$ cat src/dcm_map.svh
`ifndef DCM_MAP_SVH
`define DCM_MAP_SVH

// command codes on {ras_n, cas_n, we_n} with cs_n low
`define DCM_CMD_MRS 3'h0
`define DCM_CMD_WR 3'h4
`define DCM_CMD_RD 3'h5

// bank address of a mode register set command
`define DCM_MR_ZERO 3'h0
`define DCM_MR_ONE 3'h1
`define DCM_MR_THREE 3'h3

// address bit positions
`define DCM_WL_BIT 7
`define DCM_PATTERN_EN_BIT 2
`define DCM_NIBBLE_BIT 2
`define DCM_AUTOPRE_BIT 10
`define DCM_BC_PIN_BIT 12
`define DCM_LOC_LSB 0
`define DCM_LOC_MSB 1
`define DCM_BL_LSB 0
`define DCM_BL_MSB 1

// burst length field of mode register zero
`define DCM_BL_FIXED8 2'h0
`define DCM_BL_OTF 2'h1
`define DCM_BL_FIXED4 2'h2

// pattern locations and contents, beat 0 in the lsb
`define DCM_LOC_PATTERN 2'h0
`define DCM_PATTERN_BYTE 8'hAA
`define DCM_RSVD_BYTE 8'h00

// beats per burst and nibble start
`define DCM_BEATS_EIGHT 4'h8
`define DCM_BEATS_FOUR 4'h4
`define DCM_NIBBLE_LOW 3'h0
`define DCM_NIBBLE_HIGH 3'h4

// reset value of a mode register
`define DCM_MR_RESET 15'h0000

`endif

$ cat src/dcm_pkg.sv
package dcm_pkg;

   typedef enum logic {
      DCM_IDLE,
      DCM_BURST
   } dcm_burst_t;

endpackage : dcm_pkg

$ cat src/dcm_sync2.sv
`timescale 1ns/1ps
module dcm_sync2 #(
   parameter int W = 1
) (
   input wire logic clk_sys,
   input wire logic srst,
   input wire logic [W-1:0] async_in,
   output logic [W-1:0] sync_out
);

   typedef struct packed {
      logic [W-1:0] stage_one;
      logic [W-1:0] stage_two;
   } dcm_sync_t;

   dcm_sync_t st_r;
   dcm_sync_t st_nxt;

   // the first stage feeds only the second
   always_comb
   begin
      st_nxt = st_r;
      st_nxt.stage_one = async_in;
      st_nxt.stage_two = st_r.stage_one;
   end

   always_ff @(posedge clk_sys)
   begin
      if (srst)
      begin
         st_r <= '0;
      end
      else
      begin
         st_r <= st_nxt;
      end
   end

   assign sync_out = st_r.stage_two;

endmodule : dcm_sync2

$ cat src/dcm_calib.sv
// Local design decisions: the register addresses and the plain strobed port.
`timescale 1ns/1ps
`include "dcm_map.svh"
module dcm_calib #(
   parameter int MAX_RL = 32,
   parameter int TMOD_CK = 12,
   parameter bit DQ_COPY_ALL = 1'b1
) (
   input wire logic clk_sys,
   input wire logic srst,
   input wire logic ck,
   input wire logic cs_n,
   input wire logic ras_n,
   input wire logic cas_n,
   input wire logic we_n,
   input wire logic [2:0] ba,
   input wire logic [14:0] addr,
   input wire logic odt,
   input wire logic reset_n,
   input wire logic [4:0] cas_latency,
   input wire logic [4:0] additive_latency,
   output logic [7:0] dq_o,
   output logic dq_oe,
   output logic dqs_o,
   output logic dqs_oe,
   output logic dqs_term_on,
   output logic wl_mode,
   output logic pattern_mode,
   output logic array_rd,
   output logic array_wr,
   output logic array_autopre
);

   localparam int QW = $clog2(MAX_RL);
   localparam int TW = $clog2(TMOD_CK + 1);
   localparam int SW = 25;
   localparam logic [TW-1:0] TMOD_LOAD = TW'(TMOD_CK);

   typedef struct packed {
      logic ck_prev;
      logic [14:0] mode_register_zero;
      logic [14:0] mode_register_one;
      logic [14:0] mode_register_three;
      // latency line: one slot per ck, slot 0 fires at the next rise
      logic [MAX_RL-1:0] q_vld;
      logic [MAX_RL-1:0] q_bc4;
      logic [MAX_RL-1:0] q_upper;
      dcm_pkg::dcm_burst_t burst;
      logic [2:0] beat_idx;
      logic [3:0] beats_left;
      logic [7:0] pat;
      logic [TW-1:0] tmod_cnt;
      logic [7:0] dq;
      logic dq_oe;
      logic dqs;
      logic dqs_oe;
      logic term_on;
      logic rd;
      logic wr;
      logic ap;
   } dcm_state_t;

   ////////////////////////////////////////////////////////////////////////////

   function automatic logic [QW-1:0] rl_slot(input logic [4:0] al, input logic [4:0] cl);
      logic [5:0] rl;
      rl = {1'b0, al} + {1'b0, cl};
      // out-of-range settings clamp rather than wrap around the line
      if (rl == 6'h00)
      begin
         rl_slot = '0;
      end
      else if (rl > 6'(MAX_RL))
      begin
         rl_slot = QW'(MAX_RL - 1);
      end
      else
      begin
         rl_slot = QW'(rl - 6'h01);
      end
   endfunction : rl_slot

   function automatic logic [7:0] loc_byte(input logic [1:0] loc);
      if (loc == `DCM_LOC_PATTERN)
      begin
         loc_byte = `DCM_PATTERN_BYTE;
      end
      else
      begin
         loc_byte = `DCM_RSVD_BYTE;
      end
   endfunction : loc_byte

   function automatic logic [7:0] beat_out(input logic [7:0] pat, input logic [2:0] idx);
      logic b;
      b = pat[idx];
      beat_out = {{7{b & DQ_COPY_ALL}}, b};
   endfunction : beat_out

   // shared decode: selected, and the three command pins match
   function automatic logic cmd_hit(input logic sel_n, input logic [2:0] pins,
      input logic [2:0] code);
      cmd_hit = ~sel_n & (pins == code);
   endfunction : cmd_hit

   ////////////////////////////////////////////////////////////////////////////

   logic [SW-1:0] pins_s;
   logic ck_s;
   logic cs_n_s;
   logic ras_n_s;
   logic cas_n_s;
   logic we_n_s;
   logic [2:0] ba_s;
   logic [14:0] addr_s;
   logic odt_s;
   logic reset_n_s;

   // pins and ck share one synchroniser, so a command stays aligned with its edge
   dcm_sync2 #(
      .W(SW)
   ) u_sync (
      .clk_sys(clk_sys),
      .srst(srst),
      .async_in({ck, cs_n, ras_n, cas_n, we_n, ba, addr, odt, reset_n}),
      .sync_out(pins_s)
   );

   assign {ck_s, cs_n_s, ras_n_s, cas_n_s, we_n_s, ba_s, addr_s, odt_s, reset_n_s} = pins_s;

   ////////////////////////////////////////////////////////////////////////////

   dcm_state_t st_r;
   dcm_state_t st_nxt;

   logic rise;
   logic fall;
   logic [2:0] cmd;
   logic is_mrs;
   logic is_rd;
   logic is_wr;
   logic pat_en;
   logic chop;
   logic start;
   logic [QW-1:0] slot;

   assign rise = ck_s & ~st_r.ck_prev;
   assign fall = ~ck_s & st_r.ck_prev;
   assign cmd = {ras_n_s, cas_n_s, we_n_s};
   assign is_mrs = rise & cmd_hit(cs_n_s, cmd, `DCM_CMD_MRS);
   assign is_rd = rise & cmd_hit(cs_n_s, cmd, `DCM_CMD_RD);
   assign is_wr = rise & cmd_hit(cs_n_s, cmd, `DCM_CMD_WR);
   assign pat_en = st_r.mode_register_three[`DCM_PATTERN_EN_BIT];
   // latency is static configuration, so it is read unsynchronised
   assign slot = rl_slot(additive_latency, cas_latency);
   assign start = rise & st_r.q_vld[0];

   // chop decided at read time from the pin only when on-the-fly is set
   always_comb
   begin
      unique case (st_r.mode_register_zero[`DCM_BL_MSB:`DCM_BL_LSB])
         `DCM_BL_FIXED4: chop = 1'b1;
         `DCM_BL_OTF: chop = ~addr_s[`DCM_BC_PIN_BIT];
         default: chop = 1'b0;
      endcase
   end

   always_comb
   begin
      st_nxt = st_r;
      st_nxt.ck_prev = ck_s;
      st_nxt.rd = 1'b0;
      st_nxt.wr = 1'b0;
      st_nxt.ap = 1'b0;

      // mode register loads
      if (is_mrs)
      begin
         unique case (ba_s)
            `DCM_MR_ZERO: st_nxt.mode_register_zero = addr_s;
            `DCM_MR_ONE:
            begin
               st_nxt.mode_register_one = addr_s;
               // only a real exit starts the tail; a repeated clear does not
               if (st_r.mode_register_one[`DCM_WL_BIT] && !addr_s[`DCM_WL_BIT])
               begin
                  st_nxt.tmod_cnt = TMOD_LOAD;
               end
            end
            `DCM_MR_THREE: st_nxt.mode_register_three = addr_s;
            default:
            begin
            end
         endcase
      end
      else if (rise && st_r.tmod_cnt != '0)
      begin
         st_nxt.tmod_cnt = st_r.tmod_cnt - TW'(1);
      end

      // latency line advances one slot per command clock rise
      if (rise)
      begin
         st_nxt.q_vld = st_r.q_vld >> 1;
         st_nxt.q_bc4 = st_r.q_bc4 >> 1;
         st_nxt.q_upper = st_r.q_upper >> 1;
      end

      if (is_rd && pat_en)
      begin
         // autoprecharge ignored here on purpose; banks are idle anyway
         st_nxt.q_vld[slot] = 1'b1;
         st_nxt.q_bc4[slot] = chop;
         st_nxt.q_upper[slot] = chop & addr_s[`DCM_NIBBLE_BIT];
      end
      else if (is_rd)
      begin
         st_nxt.rd = 1'b1;
         st_nxt.ap = addr_s[`DCM_AUTOPRE_BIT];
      end
      else if (is_wr && !pat_en)
      begin
         // writes in pattern mode are illegal and dropped
         st_nxt.wr = 1'b1;
         st_nxt.ap = addr_s[`DCM_AUTOPRE_BIT];
      end

      // beat engine, one beat per command clock edge
      unique case (st_r.burst)
         dcm_pkg::DCM_IDLE:
         begin
            st_nxt.dqs_oe = 1'b0;
            st_nxt.dqs = 1'b0;
         end
         dcm_pkg::DCM_BURST:
         begin
            if ((rise || fall) && st_r.beats_left != 4'h0)
            begin
               st_nxt.dq = beat_out(st_r.pat, st_r.beat_idx);
               st_nxt.dqs = rise;
               st_nxt.beat_idx = st_r.beat_idx + 3'h1;
               st_nxt.beats_left = st_r.beats_left - 4'h1;
            end
            // the edge after the last beat releases the strobe
            else if (rise || fall)
            begin
               st_nxt.burst = dcm_pkg::DCM_IDLE;
               st_nxt.dqs_oe = 1'b0;
               st_nxt.dqs = 1'b0;
            end
         end
      endcase

      // a new burst may butt against the previous one
      if (start)
      begin
         st_nxt.burst = dcm_pkg::DCM_BURST;
         st_nxt.pat = loc_byte(st_r.mode_register_three[`DCM_LOC_MSB:`DCM_LOC_LSB]);
         st_nxt.beat_idx = st_r.q_upper[0] ? `DCM_NIBBLE_HIGH : `DCM_NIBBLE_LOW;
         st_nxt.dq = beat_out(st_nxt.pat, st_nxt.beat_idx);
         st_nxt.beat_idx = st_nxt.beat_idx + 3'h1;
         st_nxt.beats_left = (st_r.q_bc4[0] ? `DCM_BEATS_FOUR : `DCM_BEATS_EIGHT) - 4'h1;
         // the first beat leaves on a rise, so the strobe opens high
         st_nxt.dqs = 1'b1;
         st_nxt.dqs_oe = 1'b1;
      end

      // leveling and its tail hold the data pins driven, at zero outside a burst
      if (st_nxt.mode_register_one[`DCM_WL_BIT] || st_nxt.tmod_cnt != '0)
      begin
         st_nxt.dq_oe = 1'b1;
         if (st_nxt.burst == dcm_pkg::DCM_IDLE)
         begin
            st_nxt.dq = 8'h00;
         end
      end
      else
      begin
         st_nxt.dq_oe = (st_nxt.burst == dcm_pkg::DCM_BURST);
         if (st_nxt.burst == dcm_pkg::DCM_IDLE)
         begin
            st_nxt.dq = 8'h00;
         end
      end

      // in leveling only the strobe termination follows the pin
      st_nxt.term_on = st_nxt.mode_register_one[`DCM_WL_BIT] & odt_s;
   end

   ////////////////////////////////////////////////////////////////////////////

   // device reset pin clears everything but ck_prev, which loads high; pattern mode included
   always_ff @(posedge clk_sys)
   begin
      if (srst || !reset_n_s)
      begin
         st_r <= '0;
         st_r.ck_prev <= 1'b1;
         st_r.mode_register_zero <= `DCM_MR_RESET;
         st_r.mode_register_one <= `DCM_MR_RESET;
         st_r.mode_register_three <= `DCM_MR_RESET;
         st_r.burst <= dcm_pkg::DCM_IDLE;
      end
      else
      begin
         st_r <= st_nxt;
      end
   end

   assign dq_o = st_r.dq;
   assign dq_oe = st_r.dq_oe;
   assign dqs_o = st_r.dqs;
   assign dqs_oe = st_r.dqs_oe;
   assign dqs_term_on = st_r.term_on;
   assign wl_mode = st_r.mode_register_one[`DCM_WL_BIT];
   assign pattern_mode = pat_en;
   assign array_rd = st_r.rd;
   assign array_wr = st_r.wr;
   assign array_autopre = st_r.ap;

endmodule : dcm_calib

$ cat config.mk
export PLATFORM = sky130hd
export DESIGN_NAME = dcm_calib
export DESIGN_NICKNAME = d
export VERILOG_FILES = /design/src/dcm_pkg.sv /design/src/dcm_sync2.sv /design/src/dcm_calib.sv
export VERILOG_INCLUDE_DIRS = /design/src
export SDC_FILE = /design/constraint.sdc
export NUM_CORES = 1
export LEC_CHECK = 0
export ABC_AREA = 1
export BUFFER_PORTS_ARGS = -buffer_cell sky130_fd_sc_hd__buf_2
export CAP_MARGIN = 10
export CELL_PAD_IN_SITES_DETAIL_PLACEMENT = 2
export CELL_PAD_IN_SITES_GLOBAL_PLACEMENT = 2
export CORE_MARGIN = 2
export CORE_UTILIZATION = 33
export CTS_CLUSTER_DIAMETER = 50
export DETAILED_ROUTE_END_ITERATION = 7
export PLACE_DENSITY_LB_ADDON = 0.1
export SLEW_MARGIN = 20
export SYNTH_ARGS = -nofsm -noshare
export SYNTH_HDL_FRONTEND = slang
export SYNTH_SLANG_ARGS = --single-unit
export TNS_END_PERCENT = 50
$ cat constraint.sdc
create_clock -name clk_sys -period 3.3 [get_ports clk_sys]
set_input_delay 0.66 -clock clk_sys [delete_from_list [all_inputs] [get_ports clk_sys]]
set_output_delay 0.66 -clock clk_sys [all_outputs]
set_load 0.01 [all_outputs]
* After elaboration in Yosys (flattened, before gate mapping)
Cells that the tools add are included.
** Word-level totals
- Input port bits :: 37
- Flip-flop bits (word level) :: 207
** Operators by class
- Mux-type cells :: 42
- Add/subtract/negate cells :: 7
- Equal/unequal tests :: 9
- Order comparisons :: 5
- Reductions and logical operators :: 28
- Bitwise gates (word level) :: 17
** Operator list (count)
- $mux W96 :: 2
- $bwmux W32 :: 2
- $mux W8 :: 8
- $or A32 B32 Y32 :: 1
- $mux W23 :: 1
- $mux W4 :: 5
- $mux W16 :: 1
- $mux W15 :: 1
- $reduce_bool A4 Y1 :: 3
- $sub A4 B1 Y4 const B :: 3
- $and A1 B1 Y1 :: 11
- $mux W1 :: 10
- $mux W5 :: 2
- $reduce_and A2 Y1 :: 5
- $lt A3 B4 Y1 const B :: 2
- $mux W7 :: 1
- $add A3 B1 Y3 const B :: 2
- $add A5 B5 Y6 :: 1
- $bmux W1 S3 :: 2
- $eq A3 B3 Y1 const B :: 2
- $gt A6 B6 Y1 const B :: 1
- $logic_and A1 B1 Y1 :: 6
- $logic_not A3 Y1 :: 2
- $logic_not A6 Y1 :: 1
- 22 further kinds :: 33

* Logic depth before layout (Yosys ltp)
- Word-level depth :: 10
- Gate-level depth with buffers :: 18

* Modules after synthesis
A second synthesis with hierarchy kept.
** Second synthesis, totals
- Cells, all modules :: 870
- Area total of the unflattened synthesis :: 6147.1 µm²
** By module, submodules not included
- dcm_calib :: times used 1, sequential area each 1801.7 µm², area each 4703.3 µm², cells each 714
- dcm_sync2 :: times used 1, sequential area each 1001.0 µm², area each 1443.9 µm², cells each 156

* Worst setup path after synthesis
OpenSTA, ideal clock, no wires.
- Kind :: input to register
- Start point :: input port cas_latency[0]
- End point :: register st_r[68] (netlist bit)
- Data arrival time :: 2631 ps
- Path buffers :: 2
- Stages :: 15
- Setup time :: 113 ps
- Setup slack :: 556 ps
- Cell sequence :: ha_1 fa_1 inv_1 ha_1 inv_1 nor2_2 a21boi_2 nand2_2 buf_6 nand3_1 nor2_1 buf_4 nand2_1 nor2_1 nor2_1
** Between the ends
- Longest elaborated chain between the ends :: 10
- Elaborated cells on any way between the ends :: 13
- Classes of those cells :: 2 x add/sub; 3 x order compare; 6 x mux; 2 x reduce/logical
** Ends and longest elaborated chain
- start: declaration :: line dcm_calib.sv:20 : input wire logic [4:0] cas_latency,
- $add A5 B5 Y6 (*) :: line dcm_calib.sv:67 : rl = {1'b0, al} + {1'b0, cl};
- $sub A5 B1 Y5 / $gt A6 B6 Y1 (equally long branches) :: line dcm_calib.sv:79, dcm_calib.sv:73
- $mux W5 :: line dcm_calib.sv:73 : else if (rl > 6'(MAX_RL))
- $mux W5 (*) :: line dcm_calib.sv:69 : if (rl == 6'h00)
- $lt A5 B6 Y1 (implied by the code) / $ge A5 B1 Y1 (equally long branches) :: line dcm_calib.sv:213 : st_nxt.q_bc4[slot] = chop;
- $logic_and A1 B1 Y1 (implied by the code) :: line dcm_calib.sv:213
- $mux W1 (implied by the code) :: line dcm_calib.sv:213
- $demux W1 S5 (*) :: line dcm_calib.sv:213
- $bwmux W32 (*) :: line dcm_calib.sv:213
- $mux W96 (*) :: line dcm_calib.sv:209 : if (is_rd && pat_en)
- end signal: assignment :: line dcm_calib.sv:306 : st_r <= st_nxt;
- end: declaration :: line dcm_calib.sv:133 : dcm_state_t st_r;
Mark *: on every way between the ends. The rest lies on a longest branch, timed or not.
A chain may end at the register's enable or synchronous reset.

* Final worst setup path
- Start point :: input port cas_latency[0]
- End point :: register st_r[70] (netlist bit)
The elaborated chain is that of the path after synthesis.

==> impl_metrics.yaml <==
timing:
  fmax_ghz: 0.349
  slew_viol_final: 0
  rsz0062_at_grt: "false"
  worstMarginPinSlew_ps: 594
  setup_viol: 0
  relSlewSlack_pct: 60.1
  fin_worst_skew_ps: 9.33
  final.setup.tns_ps: 0
  hold_viol: 0
  fin_crit_sh_pct: 86.8
  finalCriticalPeriod_ps: 2860
setup_path:
  worstPathArrival_ps: 3210
  critPathMaxFanout: 8
  critical_path_required_ps: 3650
  crit_type: "input pin to flip-flop"
  ff2ff_path_depth: 9
  timing.rr.start: "u_sync.sync_out[24]"
  cp-end-kind: "flip-flop"
  rrSetupSlack_ps: 890
  startpoint_type: "input pin"
  r2r-end: "st_r[132]"
die:
  die_h_um: 136
  die_area_mm2: 0.0185
  coreArea_mm2: 0.0172
  ios: 54
  start_util_pct: 33.5
  fp-row-count: 48
  die_x_um: 136
routing:
  routed_wl_mm: 16.3
  vias_per_cell: 4.75
  drtIter0Drc: 146
  firstDrtPassIters: 4
  route.detailed.drc: 0
  wl_per_cell_um: 15.0
  drtAntennaViolNets: 0
  vias: 5145
finish:
  drive_gt1_share_pct: 15.6
  synthToLayoutAreaGrowth_pct: 17.0
  fillers: 2085
  finalInstanceArea_mm2: 0.00673
  final_cells: 1083
  nNetsFinal: 896
  diodes: 0
grt:
  first_global_vias: 5664
  grt_max_degree: 54
  grt_first_pass_wirelength_mm: 27.5
  grt_use_total_pct: 18.8
  gr-total-overflow: 0
  antenna_found_initial: 0
synth:
  synth_seq_cells: 122
  synthDistinctLibCells: 36
  postSynthCellCount: 822
  postSynthAreaPerCell_um2: 6.99
  seq_area_frac_synth_pct: 42.5
  synth.net_count: 873
  yosys_warnings: 0
  netlist_area_mm2: 0.00575
power_and_ir_drop:
  p_per_area_mw_per_mm2: 552
  max-vdd-ir-drop_uv: 354
  leakage_nw: 3.10
place:
  place_congestion: 0.789
  io_buffers: 44
  dp.cells: 1051
  place_area_mm2: 0.00611
  dpl.hpwl_mm: 11.3
clocking:
  cts.clk_slew.worst_paths_ps: 60
  cts_resized: 0
  numCtsBuffers: 17
  tritoncts: "done"
  cts_max_level: 4
  cts-root-buf: "clkbuf_16"
  clkSinkCount: 122
  postCtsHoldBufs: 0
  clk_path_buf_depth: 2
  clock_latency_ps: 410
  cts_setup_buffers: 0
min_path:
  timing.hold.worst_path_depth: 2
  hp-class: "flip-flop to flip-flop"
  worstHoldStart: "u_sync.st_nxt[23]"
  min_to: "u_sync.sync_out[23]"
job:
  drv_cap: 0
outcome:
  status: "finished, final reports clean"
==> cell usage after synthesis, drive strengths merged <==
cell / instances / area (um^2)
fa: 1 / 20.0
nand3: 22 / 125
dfxtp: 122 / 2440
a21oi: 49 / 245
xor2: 2 / 17.5
a21boi: 1 / 11.3
or2: 3 / 18.8
nand3b: 1 / 7.51
inv: 110 / 413
nand4: 8 / 71.3
buf: 18 / 133
o21a: 1 / 7.51
o211ai: 3 / 22.5
ha: 13 / 163
mux2i: 10 / 100
nand2: 213 / 865
nor2: 134 / 553
nor4: 2 / 12.5
nor3: 7 / 45.0
clkbuf: 33 / 124
a31oi: 1 / 6.26
clkinv: 1 / 3.75
a221oi: 2 / 17.5
o21ai: 65 / 325
==> report_power, final <==
group	leakage, nW	switching, mW	internal, mW
registers	0.989	0.00667	1.49
clock network	0.296	0.688	1.25
logic	1.82	0.189	0.0856
total	3.10	0.883	2.83
==> critical path, stage by stage <==
cell,delay (ps)
buf_2,100
ha_1,250
fa_1,540
inv_1,70
ha_1,180
inv_1,60
nor2_2,50
a21boi_2,150
nand2_2,130
nand2_1,100
nand2_1,150
nand3_2,120
inv_2,210
nand2_1,150
nand2_1,90
nand2_1,60
nor2_1,120
==> routing by layer <==
layer,track usage [%],routed length [um],vias up
met5,0,0,-
met4,5.56,201,0
met3,3.06,284,21
met2,35.7,8660,44
met1,21.5,7140,2505
li1,-,-,2575
==> final cells by class <==
class	count	area [um^2]	share of cell area (%)
clock buffers	22	474	7.05
clock inverters	10	141	2.10
inverters	111	417	6.19
multi-input cells	538	2640	39.3
flip-flops and latches	122	2440	36.3
well taps	225	282	4.19
repair buffers	55	328	4.87
==> stage by stage <==
step           power (mW)  util (%)  hold WS [ps]  setup WS, ps
2_1_floorplan        1.73         -           388           556
3_3_place_gp         1.79      35.6           393           147
3_5_place_dp         1.81      35.6           403          8.20
4_1_cts              3.74      39.2           409           401
5_1_grt              3.86      39.2           426           207
6_report             3.71      39.2           405           436
==> state kept, by name, indices dropped and copies added (netlist names) <==
register         flops
wl_mode              1
dq_oe                1
array_autopre        1
dq_o                 1
dqs_o                1
array_rd             1
u_sync.sync_out     16
dqs_oe               1
pattern_mode         1
st_r                80
array_wr             1
u_sync.st_nxt       16
dqs_term_on          1
==> worst max path at each step <==
stage | slack, ps | cells past startpoint | startpoint | endpoint
after floorplan | 560 | 15 | cas_latency[0] | st_r[68]
after global placement | 150 | 17 | cas_latency[0] | st_r[86]
after detailed placement | 8 | 17 | cas_latency[0] | st_r[86]
after CTS | 400 | 17 | cas_latency[0] | st_r[70]
after global routing | 210 | 17 | cas_latency[0] | st_r[94]
final | 440 | 17 | cas_latency[0] | st_r[70]
==> logic make-up after synthesis <==
logic type      count (synthesis)  share of synthesized area [%]
xor+xnor                        2                          0.305
buf+inv                       162                           11.7
fa+ha+maj                      14                           3.18
mux                            10                           1.74
flops                         122                           42.5
simple gates                  390                           29.5
compound gates                122                           11.1
==> cells in the final DEF (no fill, tap or decap), types with 5 or more instances in the layout <==
cell type,Yosys,final
o21ai_0,65,65
ha_1,13,12
buf_2,1,44
nor2_2,5,6
nand2_2,17,17
nor2_1,124,123
clkbuf_16,0,17
nand4_1,6,6
nor3_1,5,5
nand2_1,193,193
nand3_1,19,19
buf_4,11,9
a21oi_1,49,48
dfxtp_1,122,122
inv_1,105,105
inv_2,5,5
nor2_4,5,5
mux2i_1,10,10
No activity file was read; power rests on OpenSTA's default activity.
